**config.mk**
```make
export PLATFORM = sky130hd
export DESIGN_NAME = ipv_int_arbiter
export DESIGN_NICKNAME = d
export VERILOG_FILES = /design/src/hdl/ipv_pkg.sv /design/src/hdl/ipv_int_arbiter.sv
export VERILOG_INCLUDE_DIRS = /design/src /design/src/hdl
export SDC_FILE = /design/constraint.sdc
export NUM_CORES = 1
export LEC_CHECK = 0
export ABC_CLOCK_PERIOD_IN_PS = 104400
export BUFFER_PORTS_ARGS = -buffer_cell sky130_fd_sc_hd__buf_4
export CORE_MARGIN = 3
export CORE_UTILIZATION = 42
export DETAILED_ROUTE_END_ITERATION = 10
export PLACE_DENSITY = 0.7
export SKIP_LAST_GASP = 1
export SLEW_MARGIN = 15
export SYNTH_ARGS = -nofsm -noshare
export SYNTH_HDL_FRONTEND = slang
export SYNTH_SLANG_ARGS = --single-unit
```
**constraint.sdc**
```tcl
create_clock -name REF_CLK -period 104.4 [get_ports REF_CLK]
set_input_delay 15.66 -clock REF_CLK [delete_from_list [all_inputs] [get_ports REF_CLK]]
set_output_delay 15.66 -clock REF_CLK [all_outputs]
set_load 0.01 [all_outputs]
```
**src/hdl/ipv_regs.svh**
```systemverilog
// register indices, field positions, write masks and fixed codes of the interrupt arbiter
`ifndef IPV_REGS_SVH
`define IPV_REGS_SVH

// ==========================================================
// register indices (byte address is four times the index)
`define IPV_IDX_PRIO_A      32'hffff8348
`define IPV_IDX_PRIO_B      32'hffff834a
`define IPV_IDX_PRIO_C      32'hffff834c
`define IPV_IDX_PRIO_D      32'hffff834e
`define IPV_IDX_PRIO_E      32'hffff8350
`define IPV_IDX_PRIO_F      32'hffff8352
`define IPV_IDX_PRIO_G      32'hffff8354
`define IPV_IDX_PRIO_H      32'hffff8356
`define IPV_IDX_SENSE_CTRL  32'hffff8358
`define IPV_IDX_REQ_FLAGS   32'hffff835a

// ==========================================================
// writable bits; reserved bits are stored as zero
`define IPV_WMASK_PRIO_A    16'hffff
`define IPV_WMASK_PRIO_B    16'h00ff
`define IPV_WMASK_PRIO_C    16'h0000
`define IPV_WMASK_PRIO_D    16'hffff
`define IPV_WMASK_PRIO_E    16'hff00
`define IPV_WMASK_PRIO_F    16'h000f
`define IPV_WMASK_PRIO_G    16'hf0ff
`define IPV_WMASK_PRIO_H    16'hf000
`define IPV_WMASK_SENSE     8'hf3

// ==========================================================
// field positions and reset values
`define IPV_NMI_EDGE_BIT    8
`define IPV_NMI_LEVEL_BIT   15
`define IPV_PRIO_RESET      16'h0000
`define IPV_SENSE_RESET     8'h00

// ==========================================================
// fixed codes of the non-maskable input
`define IPV_NMI_VECTOR      8'h0b
`define IPV_NMI_MASK        4'hf

`endif

```
**src/hdl/ipv_pkg.sv**
```systemverilog
// types shared by the interrupt arbiter and its bench
package ipv_pkg;

  typedef logic [7:0][15:0] ipv_prio_type;

  typedef struct packed {
    logic        psel;
    logic        penable;
    logic        pwrite;
    logic [31:0] paddr;
    logic [31:0] pwdata;
  } ipv_apb_req_type;

  typedef struct packed {
    logic [31:0] prdata;
    logic        pready;
    logic        pslverr;
  } ipv_apb_rsp_type;

  typedef struct packed {
    logic       req;
    logic [3:0] level;
    logic [7:0] vector;
    logic [9:0] vec_offset;
    logic       mask_load;
    logic [3:0] new_mask;
  } ipv_cpu_int_type;

  typedef struct packed {
    ipv_prio_type    prio;
    logic [7:0]      sense;
    logic            nonmask_edge_select;
    logic [5:0]      ext_s1;
    logic [5:0]      ext_s2;
    logic [5:0]      ext_prev;
    logic [5:0]      edge_flag;
    logic [5:0]      armed;
    logic            nmi_s1;
    logic            nmi_s2;
    logic            nmi_prev;
    logic            nmi_pend;
    logic            win_nmi;
    logic [4:0]      win_idx;
    ipv_apb_rsp_type rsp;
    ipv_cpu_int_type cpu;
  } ipv_state_type;

endpackage

```
**src/hdl/ipv_int_arbiter.sv**
```systemverilog
// external pin sensing, priority arbitration and vector output of the interrupt arbiter
//
// Contract
// each pin's sense select bit picks low-level or falling-edge sensing
// each external pin has its own 0..15 priority in registers A and B
// level mode: request is active exactly while the pin is low
// level mode: pin flag shows the current request level
// edge mode: a high-to-low change raises a request
// edge mode: request stays latched until accepted, visible in the flag
// software clears a latched flag only by reading 1 then writing 0
// accepting a pin interrupt loads the cpu mask with its priority
// every peripheral source has a distinct vector
// each peripheral module has a 0..15 priority in registers C to H; the code uses D to H only, C has no writable bits
// accepting a peripheral interrupt loads the cpu mask with its priority
// the accepted source selects the vector table entry fetched
// vector table offset is vector number times four
// nmi vector 11 priority 16; pins use vectors 64-67, 70, 71
// peripheral vectors 88..153 as fixed in the vector table
// sources sharing one field are ranked in fixed order
// every priority field is independently writable, four bits each
// reset sets every priority to level 0
// equal levels resolved by nmi first, then ascending vector number
// priority level 0 masks a source
// nmi is edge sensed, selectable polarity, always accepted, mask 15
// sense bit 0 means low level (reset value), 1 falling edge
// request to the cpu only above the current mask, nmi excepted
// pins are sampled on the clock; fall is previous high, current low
`timescale 1ns/10ps
`include "ipv_regs.svh"

module ipv_int_arbiter (
  input  wire logic                     REF_CLK,
  input  wire logic                     SRST,
  input  wire ipv_pkg::ipv_apb_req_type APB_REQ,
  output      ipv_pkg::ipv_apb_rsp_type APB_RSP,
  input  wire logic [5:0]               EXT_REQ_PIN,
  input  wire logic                     NMI_PIN,
  input  wire logic [19:0]              PERIPH_REQ,
  input  wire logic [3:0]               CPU_MASK,
  input  wire logic                     INT_ACK,
  output      ipv_pkg::ipv_cpu_int_type CPU_INT
);
  import ipv_pkg::*;

  // ==========================================================
  // helpers

  function automatic logic [31:0] byte_addr(input logic [31:0] idx);
    byte_addr = {idx[29:0], 2'b00};
  endfunction

  // register number 0..9, 4'hf for an unmapped address
  function automatic logic [3:0] reg_sel(input logic [31:0] a);
    case (a)
      byte_addr(`IPV_IDX_PRIO_A):     reg_sel = 4'h0;
      byte_addr(`IPV_IDX_PRIO_B):     reg_sel = 4'h1;
      byte_addr(`IPV_IDX_PRIO_C):     reg_sel = 4'h2;
      byte_addr(`IPV_IDX_PRIO_D):     reg_sel = 4'h3;
      byte_addr(`IPV_IDX_PRIO_E):     reg_sel = 4'h4;
      byte_addr(`IPV_IDX_PRIO_F):     reg_sel = 4'h5;
      byte_addr(`IPV_IDX_PRIO_G):     reg_sel = 4'h6;
      byte_addr(`IPV_IDX_PRIO_H):     reg_sel = 4'h7;
      byte_addr(`IPV_IDX_SENSE_CTRL): reg_sel = 4'h8;
      byte_addr(`IPV_IDX_REQ_FLAGS):  reg_sel = 4'h9;
      default:                        reg_sel = 4'hf;
    endcase
  endfunction

  function automatic logic [15:0] prio_wmask(input logic [2:0] r);
    case (r)
      3'h0:    prio_wmask = `IPV_WMASK_PRIO_A;
      3'h1:    prio_wmask = `IPV_WMASK_PRIO_B;
      3'h2:    prio_wmask = `IPV_WMASK_PRIO_C;
      3'h3:    prio_wmask = `IPV_WMASK_PRIO_D;
      3'h4:    prio_wmask = `IPV_WMASK_PRIO_E;
      3'h5:    prio_wmask = `IPV_WMASK_PRIO_F;
      3'h6:    prio_wmask = `IPV_WMASK_PRIO_G;
      default: prio_wmask = `IPV_WMASK_PRIO_H;
    endcase
  endfunction

  // sense and flag bit of external pin i (pins 0-3, 6, 7)
  function automatic logic [2:0] pin_bit(input int i);
    case (i)
      0:       pin_bit = 3'h7;
      1:       pin_bit = 3'h6;
      2:       pin_bit = 3'h5;
      3:       pin_bit = 3'h4;
      4:       pin_bit = 3'h1;
      default: pin_bit = 3'h0;
    endcase
  endfunction

  // shared fields: sources sharing a nibble compete only by index
  // field of source i: register number and nibble (3 = bits 15:12)
  function automatic logic [3:0] src_prio(input ipv_prio_type p, input logic [4:0] i);
    logic [2:0] r;
    logic [1:0] n;
    r = 3'h0;
    n = 2'h0;
    case (i)
      5'd0:                      begin r = 3'h0; n = 2'h3; end
      5'd1:                      begin r = 3'h0; n = 2'h2; end
      5'd2:                      begin r = 3'h0; n = 2'h1; end
      5'd3:                      begin r = 3'h0; n = 2'h0; end
      5'd4:                      begin r = 3'h1; n = 2'h1; end
      5'd5:                      begin r = 3'h1; n = 2'h0; end
      5'd6, 5'd7, 5'd8, 5'd9:    begin r = 3'h3; n = 2'h3; end
      5'd10:                     begin r = 3'h3; n = 2'h2; end
      5'd11, 5'd12:              begin r = 3'h3; n = 2'h1; end
      5'd13:                     begin r = 3'h3; n = 2'h0; end
      5'd14, 5'd15:              begin r = 3'h4; n = 2'h3; end
      5'd16:                     begin r = 3'h4; n = 2'h2; end
      5'd17, 5'd18, 5'd19, 5'd20: begin r = 3'h5; n = 2'h0; end
      5'd21:                     begin r = 3'h6; n = 2'h3; end
      5'd22:                     begin r = 3'h6; n = 2'h1; end
      5'd23:                     begin r = 3'h6; n = 2'h0; end
      default:                   begin r = 3'h7; n = 2'h3; end
    endcase
    src_prio = p[r][{n, 2'b00} +: 4];
  endfunction

  // vector numbers, ascending with source index
  function automatic logic [7:0] src_vector(input logic [4:0] i);
    case (i)
      5'd0:    src_vector = 8'h40;
      5'd1:    src_vector = 8'h41;
      5'd2:    src_vector = 8'h42;
      5'd3:    src_vector = 8'h43;
      5'd4:    src_vector = 8'h46;
      5'd5:    src_vector = 8'h47;
      5'd6:    src_vector = 8'h58;
      5'd7:    src_vector = 8'h59;
      5'd8:    src_vector = 8'h5a;
      5'd9:    src_vector = 8'h5b;
      5'd10:   src_vector = 8'h5c;
      5'd11:   src_vector = 8'h60;
      5'd12:   src_vector = 8'h61;
      5'd13:   src_vector = 8'h64;
      5'd14:   src_vector = 8'h68;
      5'd15:   src_vector = 8'h69;
      5'd16:   src_vector = 8'h6c;
      5'd17:   src_vector = 8'h84;
      5'd18:   src_vector = 8'h85;
      5'd19:   src_vector = 8'h86;
      5'd20:   src_vector = 8'h87;
      5'd21:   src_vector = 8'h8a;
      5'd22:   src_vector = 8'h90;
      5'd23:   src_vector = 8'h94;
      5'd24:   src_vector = 8'h98;
      default: src_vector = 8'h99;
    endcase
  endfunction

  // ==========================================================
  // state

  ipv_state_type st;
  ipv_state_type next_st;
  logic [5:0]    ext_pend;
  logic [25:0]   pend;
  logic [3:0]    best_lvl;
  logic [4:0]    best_idx;

  // ==========================================================
  // next state

  always_comb begin
    logic        setup;
    logic        done;
    logic [3:0]  sel;
    logic [5:0]  fell;
    logic        nmi_edge;
    logic        accept;
    logic [15:0] flags_rd;
    logic        clr_ack;
    logic        clr_sw;
    logic [7:0]  vec;
    logic [3:0]  eff_mask;
    setup    = APB_REQ.psel & ~APB_REQ.penable;
    done     = APB_REQ.psel & APB_REQ.penable & st.rsp.pready;
    sel      = reg_sel(APB_REQ.paddr);
    // fall seen as previous sample high, current sample low
    fell     = st.ext_prev & ~st.ext_s2;
    nmi_edge = st.nonmask_edge_select ? (st.nmi_s2 & ~st.nmi_prev) : (~st.nmi_s2 & st.nmi_prev);
    accept   = INT_ACK & st.cpu.req;
    flags_rd = 16'h0000;
    clr_ack  = 1'b0;
    clr_sw   = 1'b0;
    vec      = 8'h00;
    // the cpu takes a loaded mask one cycle late: use it meanwhile
    eff_mask = st.cpu.mask_load ? st.cpu.new_mask : CPU_MASK;
    next_st  = st;

    // low level or latched fall per pin sense bit
    for (int i = 0; i < 6; i++) begin
      ext_pend[i] = st.sense[pin_bit(i)] ? st.edge_flag[i] : ~st.ext_s2[i];
      // flags read back the live request
      flags_rd[pin_bit(i)] = ext_pend[i];
    end
    pend = {PERIPH_REQ, ext_pend};

    // ties: strict compare keeps the lower vector
    // level 0 never beats the initial zero
    best_lvl = 4'h0;
    best_idx = 5'd0;
    for (int i = 0; i < 26; i++) begin
      if (pend[i] && (src_prio(st.prio, 5'(i)) > best_lvl)) begin
        best_lvl = src_prio(st.prio, 5'(i));
        best_idx = 5'(i);
      end
    end

    // synchronisers: first stage read by the second only
    next_st.ext_s1   = EXT_REQ_PIN;
    next_st.ext_s2   = st.ext_s1;
    next_st.ext_prev = st.ext_s2;
    next_st.nmi_s1   = NMI_PIN;
    next_st.nmi_s2   = st.nmi_s1;
    next_st.nmi_prev = st.nmi_s2;

    // zero-wait slave: pready in the first access cycle
    next_st.rsp.pready  = setup;
    next_st.rsp.pslverr = setup & (sel == 4'hf);
    if (setup && !APB_REQ.pwrite) begin
      case (sel)
        4'h8:    next_st.rsp.prdata = {16'h0000, st.nmi_s2, 6'h00, st.nonmask_edge_select, st.sense};
        4'h9:    next_st.rsp.prdata = {16'h0000, flags_rd};
        4'hf:    next_st.rsp.prdata = 32'h0000_0000;
        default: next_st.rsp.prdata = {16'h0000, st.prio[sel[2:0]]};
      endcase
    end

    if (done && APB_REQ.pwrite) begin
      // four-bit fields, reserved bits kept at zero
      if (sel[3] == 1'b0) begin
        next_st.prio[sel[2:0]] = APB_REQ.pwdata[15:0] & prio_wmask(sel[2:0]);
      end
      if (sel == 4'h8) begin
        next_st.nonmask_edge_select  = APB_REQ.pwdata[`IPV_NMI_EDGE_BIT];
        next_st.sense = APB_REQ.pwdata[7:0] & `IPV_WMASK_SENSE;
      end
    end

    for (int i = 0; i < 6; i++) begin
      clr_ack = accept & ~st.win_nmi & (st.win_idx == 5'(i));
      // writing 0 clears only after the flag was read as 1
      clr_sw  = done & APB_REQ.pwrite & (sel == 4'h9) &
                ~APB_REQ.pwdata[pin_bit(i)] & st.armed[i];
      // latch until accepted; a new fall wins over any clear
      if (st.sense[pin_bit(i)]) begin
        next_st.edge_flag[i] = fell[i] | (st.edge_flag[i] & ~clr_ack & ~clr_sw);
      end else begin
        next_st.edge_flag[i] = 1'b0;
      end
      if (done && (sel == 4'h9)) begin
        next_st.armed[i] = ~APB_REQ.pwrite & flags_rd[pin_bit(i)];
      end
    end

    // nmi latched on the chosen edge, never masked
    next_st.nmi_pend = nmi_edge | (st.nmi_pend & ~(accept & st.win_nmi));

    if (accept) begin
      // mask takes the accepted level, 15 for nmi
      next_st.cpu.mask_load = 1'b1;
      next_st.cpu.new_mask  = st.cpu.level;
      next_st.cpu.req       = 1'b0;
    end else begin
      next_st.cpu.mask_load = 1'b0;
      // only above the current mask, nmi excepted
      next_st.cpu.req       = st.nmi_pend | (best_lvl > eff_mask);
      next_st.win_nmi       = st.nmi_pend;
      next_st.win_idx       = best_idx;
      // winner picks its own vector
      vec                   = st.nmi_pend ? `IPV_NMI_VECTOR : src_vector(best_idx);
      next_st.cpu.vector    = vec;
      next_st.cpu.level     = st.nmi_pend ? `IPV_NMI_MASK : best_lvl;
      // table entry is four bytes per vector
      next_st.cpu.vec_offset = {vec, 2'b00};
    end
  end

  // ==========================================================
  // registers

  always_ff @(posedge REF_CLK) begin
    if (SRST) begin
      // all priorities start at level 0
      st.prio      <= {8{`IPV_PRIO_RESET}};
      st.sense     <= `IPV_SENSE_RESET;
      st.nonmask_edge_select      <= 1'b0;
      // idle pins are high; avoids a false fall after reset
      st.ext_s1    <= 6'h3f;
      st.ext_s2    <= 6'h3f;
      st.ext_prev  <= 6'h3f;
      st.edge_flag <= 6'h00;
      st.armed     <= 6'h00;
      st.nmi_s1    <= 1'b1;
      st.nmi_s2    <= 1'b1;
      st.nmi_prev  <= 1'b1;
      st.nmi_pend  <= 1'b0;
      st.win_nmi   <= 1'b0;
      st.win_idx   <= 5'd0;
      st.rsp       <= '0;
      st.cpu       <= '0;
    end else begin
      st <= next_st;
    end
  end

  assign APB_RSP = st.rsp;
  assign CPU_INT = st.cpu;
endmodule

```
==> metrics, run 1 <==
outcome finished, final reports clean; post-CTS sizing 0; initial antenna violation count 0; GPL Wtd Cong 0.899; Synth top cells by count 241 x nand2_1, 211 x dfxtp_1, 163 x nor2_1; Yosys reg bits 211; DRC viols 0; Root Buffer clkbuf_16; Power Density 11.8 nW/um^2; Vias 14000; first-pass GRT wire length 70.4 mm; GR Util All Layers 22.4%; total clock sinks 211; clk buf depth 3; Num CTS Buffers 23; placed instance area 15800 um^2; Worst Reg-to-Reg Cells 218; die width 194 um; Worst VDD drop 0.00000893 V; RSZ-0062 raised after global routing false; Setup Buffers After CTS 0; crit share post-route 48.5%; Final setup viols 0; Max H-tree Level 1; clk_lat worst skew 0.51 ns; Crit Path Max Fanout 17; Detailed Routing Iterations Pass 1 6; Post-synth EDFFs 0; fmax 19.7 MHz; Max-Cap Viols 0; Vias/cell 5.83; Max-slew headroom 17.4%; FFs w/ async S/R, synth 0%; worst hold endpoint next_st[86]$_SDFF_PP1_; gr ovfl total 0; slowest CP cell o221ai_1; main flop type after synthesis dfxtp_1; DRT Wirelength 45.1 mm; Top Ports 163; area leader, netlist dfxtp_1; DRT iter0 DRCs 1243; Initial Util 42.8%; Unique masters post-synth 107; CTS tree yes; Site Rows 68; CTS clk-pin slew, worst paths 0.06 ns; layout cell share with drive strength beyond 1 14.6%; Yosys top cell area share 28.4%; area grow syn2layout 11.2%; Core ar. 34700 um^2; Worst Hold Path Cells 1; Die Y 194 um; Worst path most repeated cell ha_1; diodes inserted 0; port buffer count 128; post-cts hold buffer count 0; vias in the first global route 12900; CP Class in -> reg; fin nets 2129; Final Hold Vio Count 0; Worst-Margin Slew 1.23 ns; count leader, synth nand2_1; HP Class reg -> reg; reg2reg start next_st[84]$_SDFF_PP1_; r2r setup slk 59.04 ns; slowest stage delay, CP 0.51 ns; setup TNS 0 ns; antenna-violating nets left 0; Design Area, Final 16500 um^2; fin crit period 50.66 ns; crit end category flip-flop; synth top area cells dfxtp_1 28%, ha_1 7.5%, nand2_1 6.1%, a21oi_1 4.6%, nor2_1 4.1%; Startpoint Class input port; worst path arrival time 51.01 ns; die area 37700 um^2; sequential element share of the synthesized area 28.4%; DP HPWL 34.3 mm; clock skew 0.0178 ns; Worst Min Path Start next_st[92]$_SDFF_PP1_; Syn Inst Count 1895; synthesized area per cell 7.85 um^2; Worst R2R End CPU_INT[16]$_SDFFE_PP0N_; largest net degree at the start of global routing 94; Leakage Power 6.44 nW; Yosys warning total 0; WP data required 104.75 ns; Post-Syn Area 14900 um^2; Final Slew Violations 0; wire length per cell 18.7 um
[where the power goes]
| part | switching (W) | internal, W |
|---|---|---|
| Combinational | 0.0000175 | 0.0000129 |
| Sequential | 0.00000186 | 0.0000825 |
| Clock | 0.0000322 | 0.0000482 |
| Total | 0.0000516 | 0.000144 |
[worst max-delay path: cells and delay by family]
| kind | cells | cell delay [ns] |
|---|---|---|
| mux | 20 | 6.46 |
| fa+ha+maj | 21 | 5.58 |
| buf+inv | 20 | 1.92 |
| compound gates | 74 | 15.47 |
| simple gates | 37 | 5.89 |
[per-layer routing]
metal | wire [um] | global-route usage, % | part of all wire [%]
met1 | 19700 | 30.5 | 44
met2 | 21400 | 38.3 | 47
met3 | 2940 | 2.42 | 6.5
met4 | 1050 | 4.87 | 2.3
met5 | 0 | 0 | 0
[registers in the layout, indices dropped and copies added (netlist names)]
register / flops
APB_RSP: 18
CPU_INT: 18
next_st: 14
st: 161
[cells by family after synthesis]
| logic type | count (synthesis) | synth area share, % |
|---|---|---|
| AOI/OAI and AO/OA | 482 | 23.0 |
| xor gates and xnor gates | 8 | 0.471 |
| DFF | 211 | 28.4 |
| and+or+nand+nor | 746 | 24.4 |
| other | 1 | 0.0252 |
| muxes | 114 | 8.23 |
| buffers and inverters | 242 | 7.81 |
| adders and majority gates | 91 | 7.62 |
[worst max path at each step]
stage | startpoint | to | slack (ns) | depth (start not counted)
2_1_floorplan | PERIPH_REQ[0] | CPU_INT[16]$_SDFFE_PP0N_ | 57.64 | 168
3_5_place_dp | PERIPH_REQ[0] | CPU_INT[16]$_SDFFE_PP0N_ | 53.65 | 172
4_1_cts | PERIPH_REQ[0] | CPU_INT[16]$_SDFFE_PP0N_ | 54.04 | 172
3_3_place_gp | PERIPH_REQ[0] | CPU_INT[16]$_SDFFE_PP0N_ | 54.51 | 171
6_report | PERIPH_REQ[0] | CPU_INT[16]$_SDFFE_PP0N_ | 53.74 | 172
5_1_grt | PERIPH_REQ[0] | CPU_INT[16]$_SDFFE_PP0N_ | 51.06 | 171
[final cells by class]
cell class	count	area [um^2]
Clock inverter	6	86.3
Tap cell	455	569
Clock buffer	33	653
Sequential cell	211	4220
Fill cell	3357	18200
Multi-Input combinational cell	1459	9560
Inverter	107	402
Timing Repair Buffer	137	1030
[stage by stage]
stage | hold slack [ns] | setup slack (ns) | std cells | power [W] | utilization, %
after floorplan | 0.389 | 57.64 | 1912 | 0.000107 | -
after global placement | 0.396 | 54.51 | 2369 | 0.000116 | 45.4
after detailed placement | 0.397 | 53.65 | 2369 | 0.000116 | 45.4
after CTS | 0.414 | 54.04 | 2408 | 0.000195 | 47.6
after global routing | 0.422 | 51.06 | 2408 | 0.000201 | 47.6
final | 0.411 | 53.74 | 2408 | 0.000195 | 47.6
[placed cells by master (no fill, tap or decap), types with 52 or more instances in the layout]
master   synthesis  routed
a21oi_1        136     136
and2_1          79      79
buf_4           64     137
dfxtp_1        211     211
ha_1            89      89
inv_1          106     106
mux2_2          52      52
mux2i_1         60      60
nand2_1        241     241
nand3_1         68      68
nor2_1         163     163
o21ai_0         73      73
Note: power is estimated with default switching activity, not from simulation.
==> inputs of run 2 (changes only) <==
--- a/config.mk
+++ b/config.mk
@@ -6,12 +6,12 @@
 export SDC_FILE = /design/constraint.sdc
 export NUM_CORES = 1
 export LEC_CHECK = 0
-export ABC_CLOCK_PERIOD_IN_PS = 104400
+export ABC_CLOCK_PERIOD_IN_PS = 41800
 export BUFFER_PORTS_ARGS = -buffer_cell sky130_fd_sc_hd__buf_4
 export CORE_MARGIN = 3
 export CORE_UTILIZATION = 42
 export DETAILED_ROUTE_END_ITERATION = 10
-export PLACE_DENSITY = 0.7
+export PLACE_DENSITY = 0.73
 export SKIP_LAST_GASP = 1
 export SLEW_MARGIN = 15
 export SYNTH_ARGS = -nofsm -noshare
==> constraint.sdc (replaced) <==
create_clock -name REF_CLK -period 41.8 [get_ports REF_CLK]
set_input_delay 6.27 -clock REF_CLK [delete_from_list [all_inputs] [get_ports REF_CLK]]
set_output_delay 6.27 -clock REF_CLK [all_outputs]
set_load 0.01 [all_outputs]
==> run 2 against run 1 <==
Effect of this change: register-to-register slack got worse by 57 ns; setup slack got worse by 52 ns; critical path depth increased by 45.
==> metrics, run 2 (synthesized netlist as in run 1, its figures left out) <==
outcome finished, final reports clean; pre-CTS setup slack -1.11 ns; largest register by flop count st; r2r setup slk 2.17 ns; Worst R2R End CPU_INT[18]$_SDFFE_PP0N_; Leakage Power 7.04 nW; Die Y 194 um; CTS tree yes; GPL Wtd Cong 0.939; max reg flops 161; Final setup viols 0; DP HPWL 34.7 mm; WP data required 42.24 ns; DRT iter0 DRCs 1134; post-cts hold buffer count 0; GR Util All Layers 22.5%; Worst-Margin Slew 1.14 ns; fmax 25.2 MHz; Placed Instances 2426; first-pass GRT wire length 71.3 mm; antenna-violating nets left 0; Root Buffer clkbuf_16; Initial Util 42.8%; DRT Wirelength 47.0 mm; Worst Min Path Start next_st[90]$_SDFF_PP1_; worst path bufs/invs 29; Core ar. 34700 um^2; final core utilization 51.6%; Worst Reg-to-Reg Cells 217; Max H-tree Level 1; Site Rows 68; Worst path most repeated cell ha_1; vias in the first global route 13500; port buffer count 128; most frequent cells in the layout 240 x buf_4, 234 x nand2_1, 209 x dfxtp_1; fin nets 2233; most common cell after layout, fill and taps aside buf_4; slowest CP cell or4_4; diodes inserted 0; Num CTS Buffers 22; Detailed Routing Iterations Pass 1 7; Hold Slack 0.408 ns; clk buf depth 3; CTS clk-pin slew, worst paths 0.06 ns; Vias 14700; slowest stage delay, CP 0.55 ns; CP Depth 217; Crit Path Max Fanout 8; Max-slew headroom 23.2%; CP Class reg -> reg; Filler Cell Count 3237; worst hold endpoint next_st[84]$_SDFF_PP1_; Final Worst Setup Slack 2.17 ns; worst path arrival time 40.06 ns; Max-Cap Viols 0; cell family with most CP delay compound AO/OA/AOI/OAI gates; layout cell share with drive strength beyond 1 23.1%; area grow syn2layout 20.4%; HP Class reg -> reg; Final Slew Violations 0; Power Density 27.8 nW/um^2; initial antenna violation count 1; Cell Count, Final, Fillers Out 2511; Top Ports 163; crit share post-route 94.8%; DRC viols 0; Worst VDD drop 0.0000300 V; reg2reg start st[110]$_SDFFE_PP0P_; crit end category flip-flop; die width 194 um; clock skew 0.0171 ns; Startpoint Class flip-flop; gr ovfl total 0; wire length per cell 18.7 um; Final Hold Vio Count 0; die area 37700 um^2; Vias/cell 5.84; total clock sinks 211; clk_lat worst skew 0.51 ns; largest net degree at the start of global routing 86; fin crit period 39.63 ns; Worst Hold Path Cells 1
[run 2: cell count changes in the layout (fill, tap and decap cells not counted), sizes merged]
| cell | delta |
|---|---|
| buf | +105 |
| clkbuf | -3 |
| clkinv | +1 |
[run 2: worst max path at each step]
stage | slack (ns) | to | start
after detailed placement | -1.11 | CPU_INT[27]$_SDFF_PP0_ | next_st[84]$_SDFF_PP1_
after global placement | -0.11 | CPU_INT[27]$_SDFF_PP0_ | next_st[84]$_SDFF_PP1_
final | 2.17 | CPU_INT[18]$_SDFFE_PP0N_ | st[110]$_SDFFE_PP0P_
after global routing | -0.31 | CPU_INT[27]$_SDFF_PP0_ | st[110]$_SDFFE_PP0P_
after CTS | 0.03 | CPU_INT[27]$_SDFF_PP0_ | st[110]$_SDFFE_PP0P_
after floorplan | 2.19 | CPU_INT[16]$_SDFFE_PP0N_ | st[110]$_SDFFE_PP0P_
[run 2: metrics by stage]
| stage | cell area [um^2] | TNS (ns) | total power, W |
|---|---|---|---|
| after global placement | 16200 | -0.120 | 0.000296 |
| final | 17900 | 0 | 0.000497 |
| after detailed placement | 16200 | -10.12 | 0.000297 |
| after floorplan | 14900 | 0 | 0.000268 |
| after CTS | 17000 | 0 | 0.000494 |
| after global routing | 17900 | -1.50 | 0.000514 |
[run 2: layer usage]
layer  share of wire (%)  GRT usage (%)  vias to the layer above
li1                    -              -                     7051
met1                  43           30.3                     7039
met2                  48           38.7                      498
met3                 6.4           2.50                       80
met4                 2.5           5.40                        0
met5                   0              0                        -
[run 2: what timing repair did]
item,CTS,global route
gates resized for setup,11,123
pin swaps,3,54
buffers inserted,4,44
setup endpoints to repair,17,18
[run 2: layout make-up]
type / count / area, um^2 / share of cell area, %
multi-input cells: 1459 / 10100 / 56.7
well taps: 455 / 569 / 3.18
inverters: 107 / 402 / 2.24
repair buffers: 242 / 1820 / 10.2
flip-flops and latches: 211 / 4230 / 23.6
clock buffers: 30 / 642 / 3.59
clock inverters: 7 / 87.6 / 0.489
[run 2: power by group]
group	leakage (nW)	switching [W]	internal, W	total [W]
Combinational	4.97	0.0000464	0.0000406	0.0000870
Sequential	1.71	0.00000482	0.000206	0.000211
Clock	0.360	0.0000803	0.000119	0.000200
Total	7.04	0.000132	0.000366	0.000497
==> inputs of run 3 (changes only) <==
--- a/config.mk
+++ b/config.mk
@@ -11,7 +11,6 @@
 export CORE_MARGIN = 3
 export CORE_UTILIZATION = 42
 export DETAILED_ROUTE_END_ITERATION = 10
-export PLACE_DENSITY = 0.73
 export SKIP_LAST_GASP = 1
 export SLEW_MARGIN = 15
 export SYNTH_ARGS = -nofsm -noshare
==> run 3 against run 2 <==
Effect of this change: critical path depth increased by 7; final area decreased by 2.0%; largest power group unchanged; register-to-register slack improved by 0.02 ns; global-route usage increased by 0.15 points; routed wire length decreased by 2.0%; sequential share of layout area increased by 0.47 points; clock power decreased by 4%; largest cell class unchanged; hold slack got worse by 0.0020 ns; clock skew about the same; via count decreased by 3.8%.
==> metrics, run 3 (synthesized netlist as in run 1, its figures left out) <==
outcome finished, final reports clean; Power Density 27.7 nW/um^2; Final Slew Violations 0; Die Y 194 um; max reg flops 161; most frequent cells in the layout 235 x nand2_1, 213 x buf_4, 208 x dfxtp_1; CTS clk-pin slew, worst paths 0.06 ns; Max H-tree Level 1; Detailed Routing Iterations Pass 1 6; clk_lat worst skew 0.51 ns; wire length per cell 18.6 um; Root Buffer clkbuf_16; Site Rows 68; clk buf depth 3; Final Hold Vio Count 0; initial antenna violation count 0; Worst-Margin Slew 1.12 ns; area grow syn2layout 18.0%; Cell Count, Final, Fillers Out 2480; cell family with most CP delay compound AO/OA/AOI/OAI gates; WP data required 42.15 ns; layout cell share with drive strength beyond 1 21.6%; Placed Instances 2406; antenna-violating nets left 0; port buffer count 128; DRC viols 0; Vias/cell 5.69; slowest stage delay, CP 0.55 ns; diodes inserted 0; DRT iter0 DRCs 1045; GPL Wtd Cong 0.920; Core ar. 34700 um^2; largest register by flop count st; CP Class reg -> reg; Vias 14100; Crit Path Max Fanout 7; Startpoint Class flip-flop; worst path arrival time 39.95 ns; crit end category flip-flop; DP HPWL 35.1 mm; Leakage Power 6.86 nW; clock skew 0.0169 ns; Initial Util 42.8%; HP Class reg -> reg; die area 37700 um^2; gr ovfl total 0; placed instance area 16100 um^2; Top Ports 163; Worst VDD drop 0.0000260 V; worst path bufs/invs 28; Max-Cap Viols 0; slowest CP cell or4_4; Design Area, Final 17500 um^2; most common cell after layout, fill and taps aside nand2_1; GR Util All Layers 22.7%; Num CTS Buffers 22; CTS tree yes; first-pass GRT wire length 70.7 mm; fin crit period 39.61 ns; Worst path most repeated cell ha_1; fin nets 2204; fmax 25.2 MHz; total clock sinks 211; Final setup viols 0; crit share post-route 94.7%; vias in the first global route 13100; DRT Wirelength 46.1 mm; Hold Slack 0.406 ns; die width 194 um; largest net degree at the start of global routing 90; Max-slew headroom 24.6%
run 3: repair_timing:
action | in CTS | in global routing
pin swaps | 0 | 46
endpoints found under the setup margin | 10 | 18
gates resized for setup | 7 | 113
hold buffers | 0 | 0
buffers inserted | 0 | 39
run 3: path summary, 6_finish.rpt:
kind / start / endpoint / slack, ns / depth (start not counted)
setup reg to reg: st[110]$_SDFFE_PP0P_ / CPU_INT[27]$_SDFF_PP0_ / 2.19 / 224
setup / recovery: st[110]$_SDFFE_PP0P_ / CPU_INT[27]$_SDFF_PP0_ / 2.19 / 224
hold reg to reg: next_st[93]$_SDFF_PP1_ / next_st[87]$_SDFF_PP1_ / 0.41 / 1
hold / removal: next_st[93]$_SDFF_PP1_ / next_st[87]$_SDFF_PP1_ / 0.41 / 1
run 3: layer usage:
metal / vias up / routed length, um / global-route usage (%) / share of wire, %
li1: 6980 / - / - / -
met1: 6644 / 21100 / 31.6 / 46
met2: 409 / 21200 / 37.4 / 46
met3: 71 / 2620 / 2.75 / 5.7
met4: 0 / 1170 / 5.80 / 2.5
met5: - / 0 / 0 / 0
run 3: where the power goes:
part / internal, W / switching [W]
clock network: 0.000115 / 0.0000780
registers: 0.000206 / 0.00000482
logic: 0.0000370 / 0.0000452
total: 0.000359 / 0.000128
run 3: area by class of cell:
| type | instances | area (um^2) |
|---|---|---|
| sequential | 211 | 4230 |
| timing repair buffer | 213 | 1600 |
| clock buffer | 30 | 622 |
| clock inverter | 5 | 75.1 |
| multi-input combinational | 1459 | 10000 |
| tap | 455 | 569 |
| fill | 3339 | 17200 |
| inverter | 107 | 402 |
run 3: per-stage QoR:
| stage | TNS (ns) | total power (W) | util, % | setup WS (ns) |
|---|---|---|---|---|
| after floorplan | 0 | 0.000268 | - | 2.19 |
| after global placement | 0 | 0.000292 | 46.2 | 0.171 |
| after detailed placement | -1.24 | 0.000293 | 46.2 | -0.440 |
| after CTS | 0 | 0.000485 | 48.3 | 0.0770 |
| after global routing | -1.56 | 0.000504 | 50.5 | -0.413 |
| final | 0 | 0.000487 | 50.5 | 2.19 |
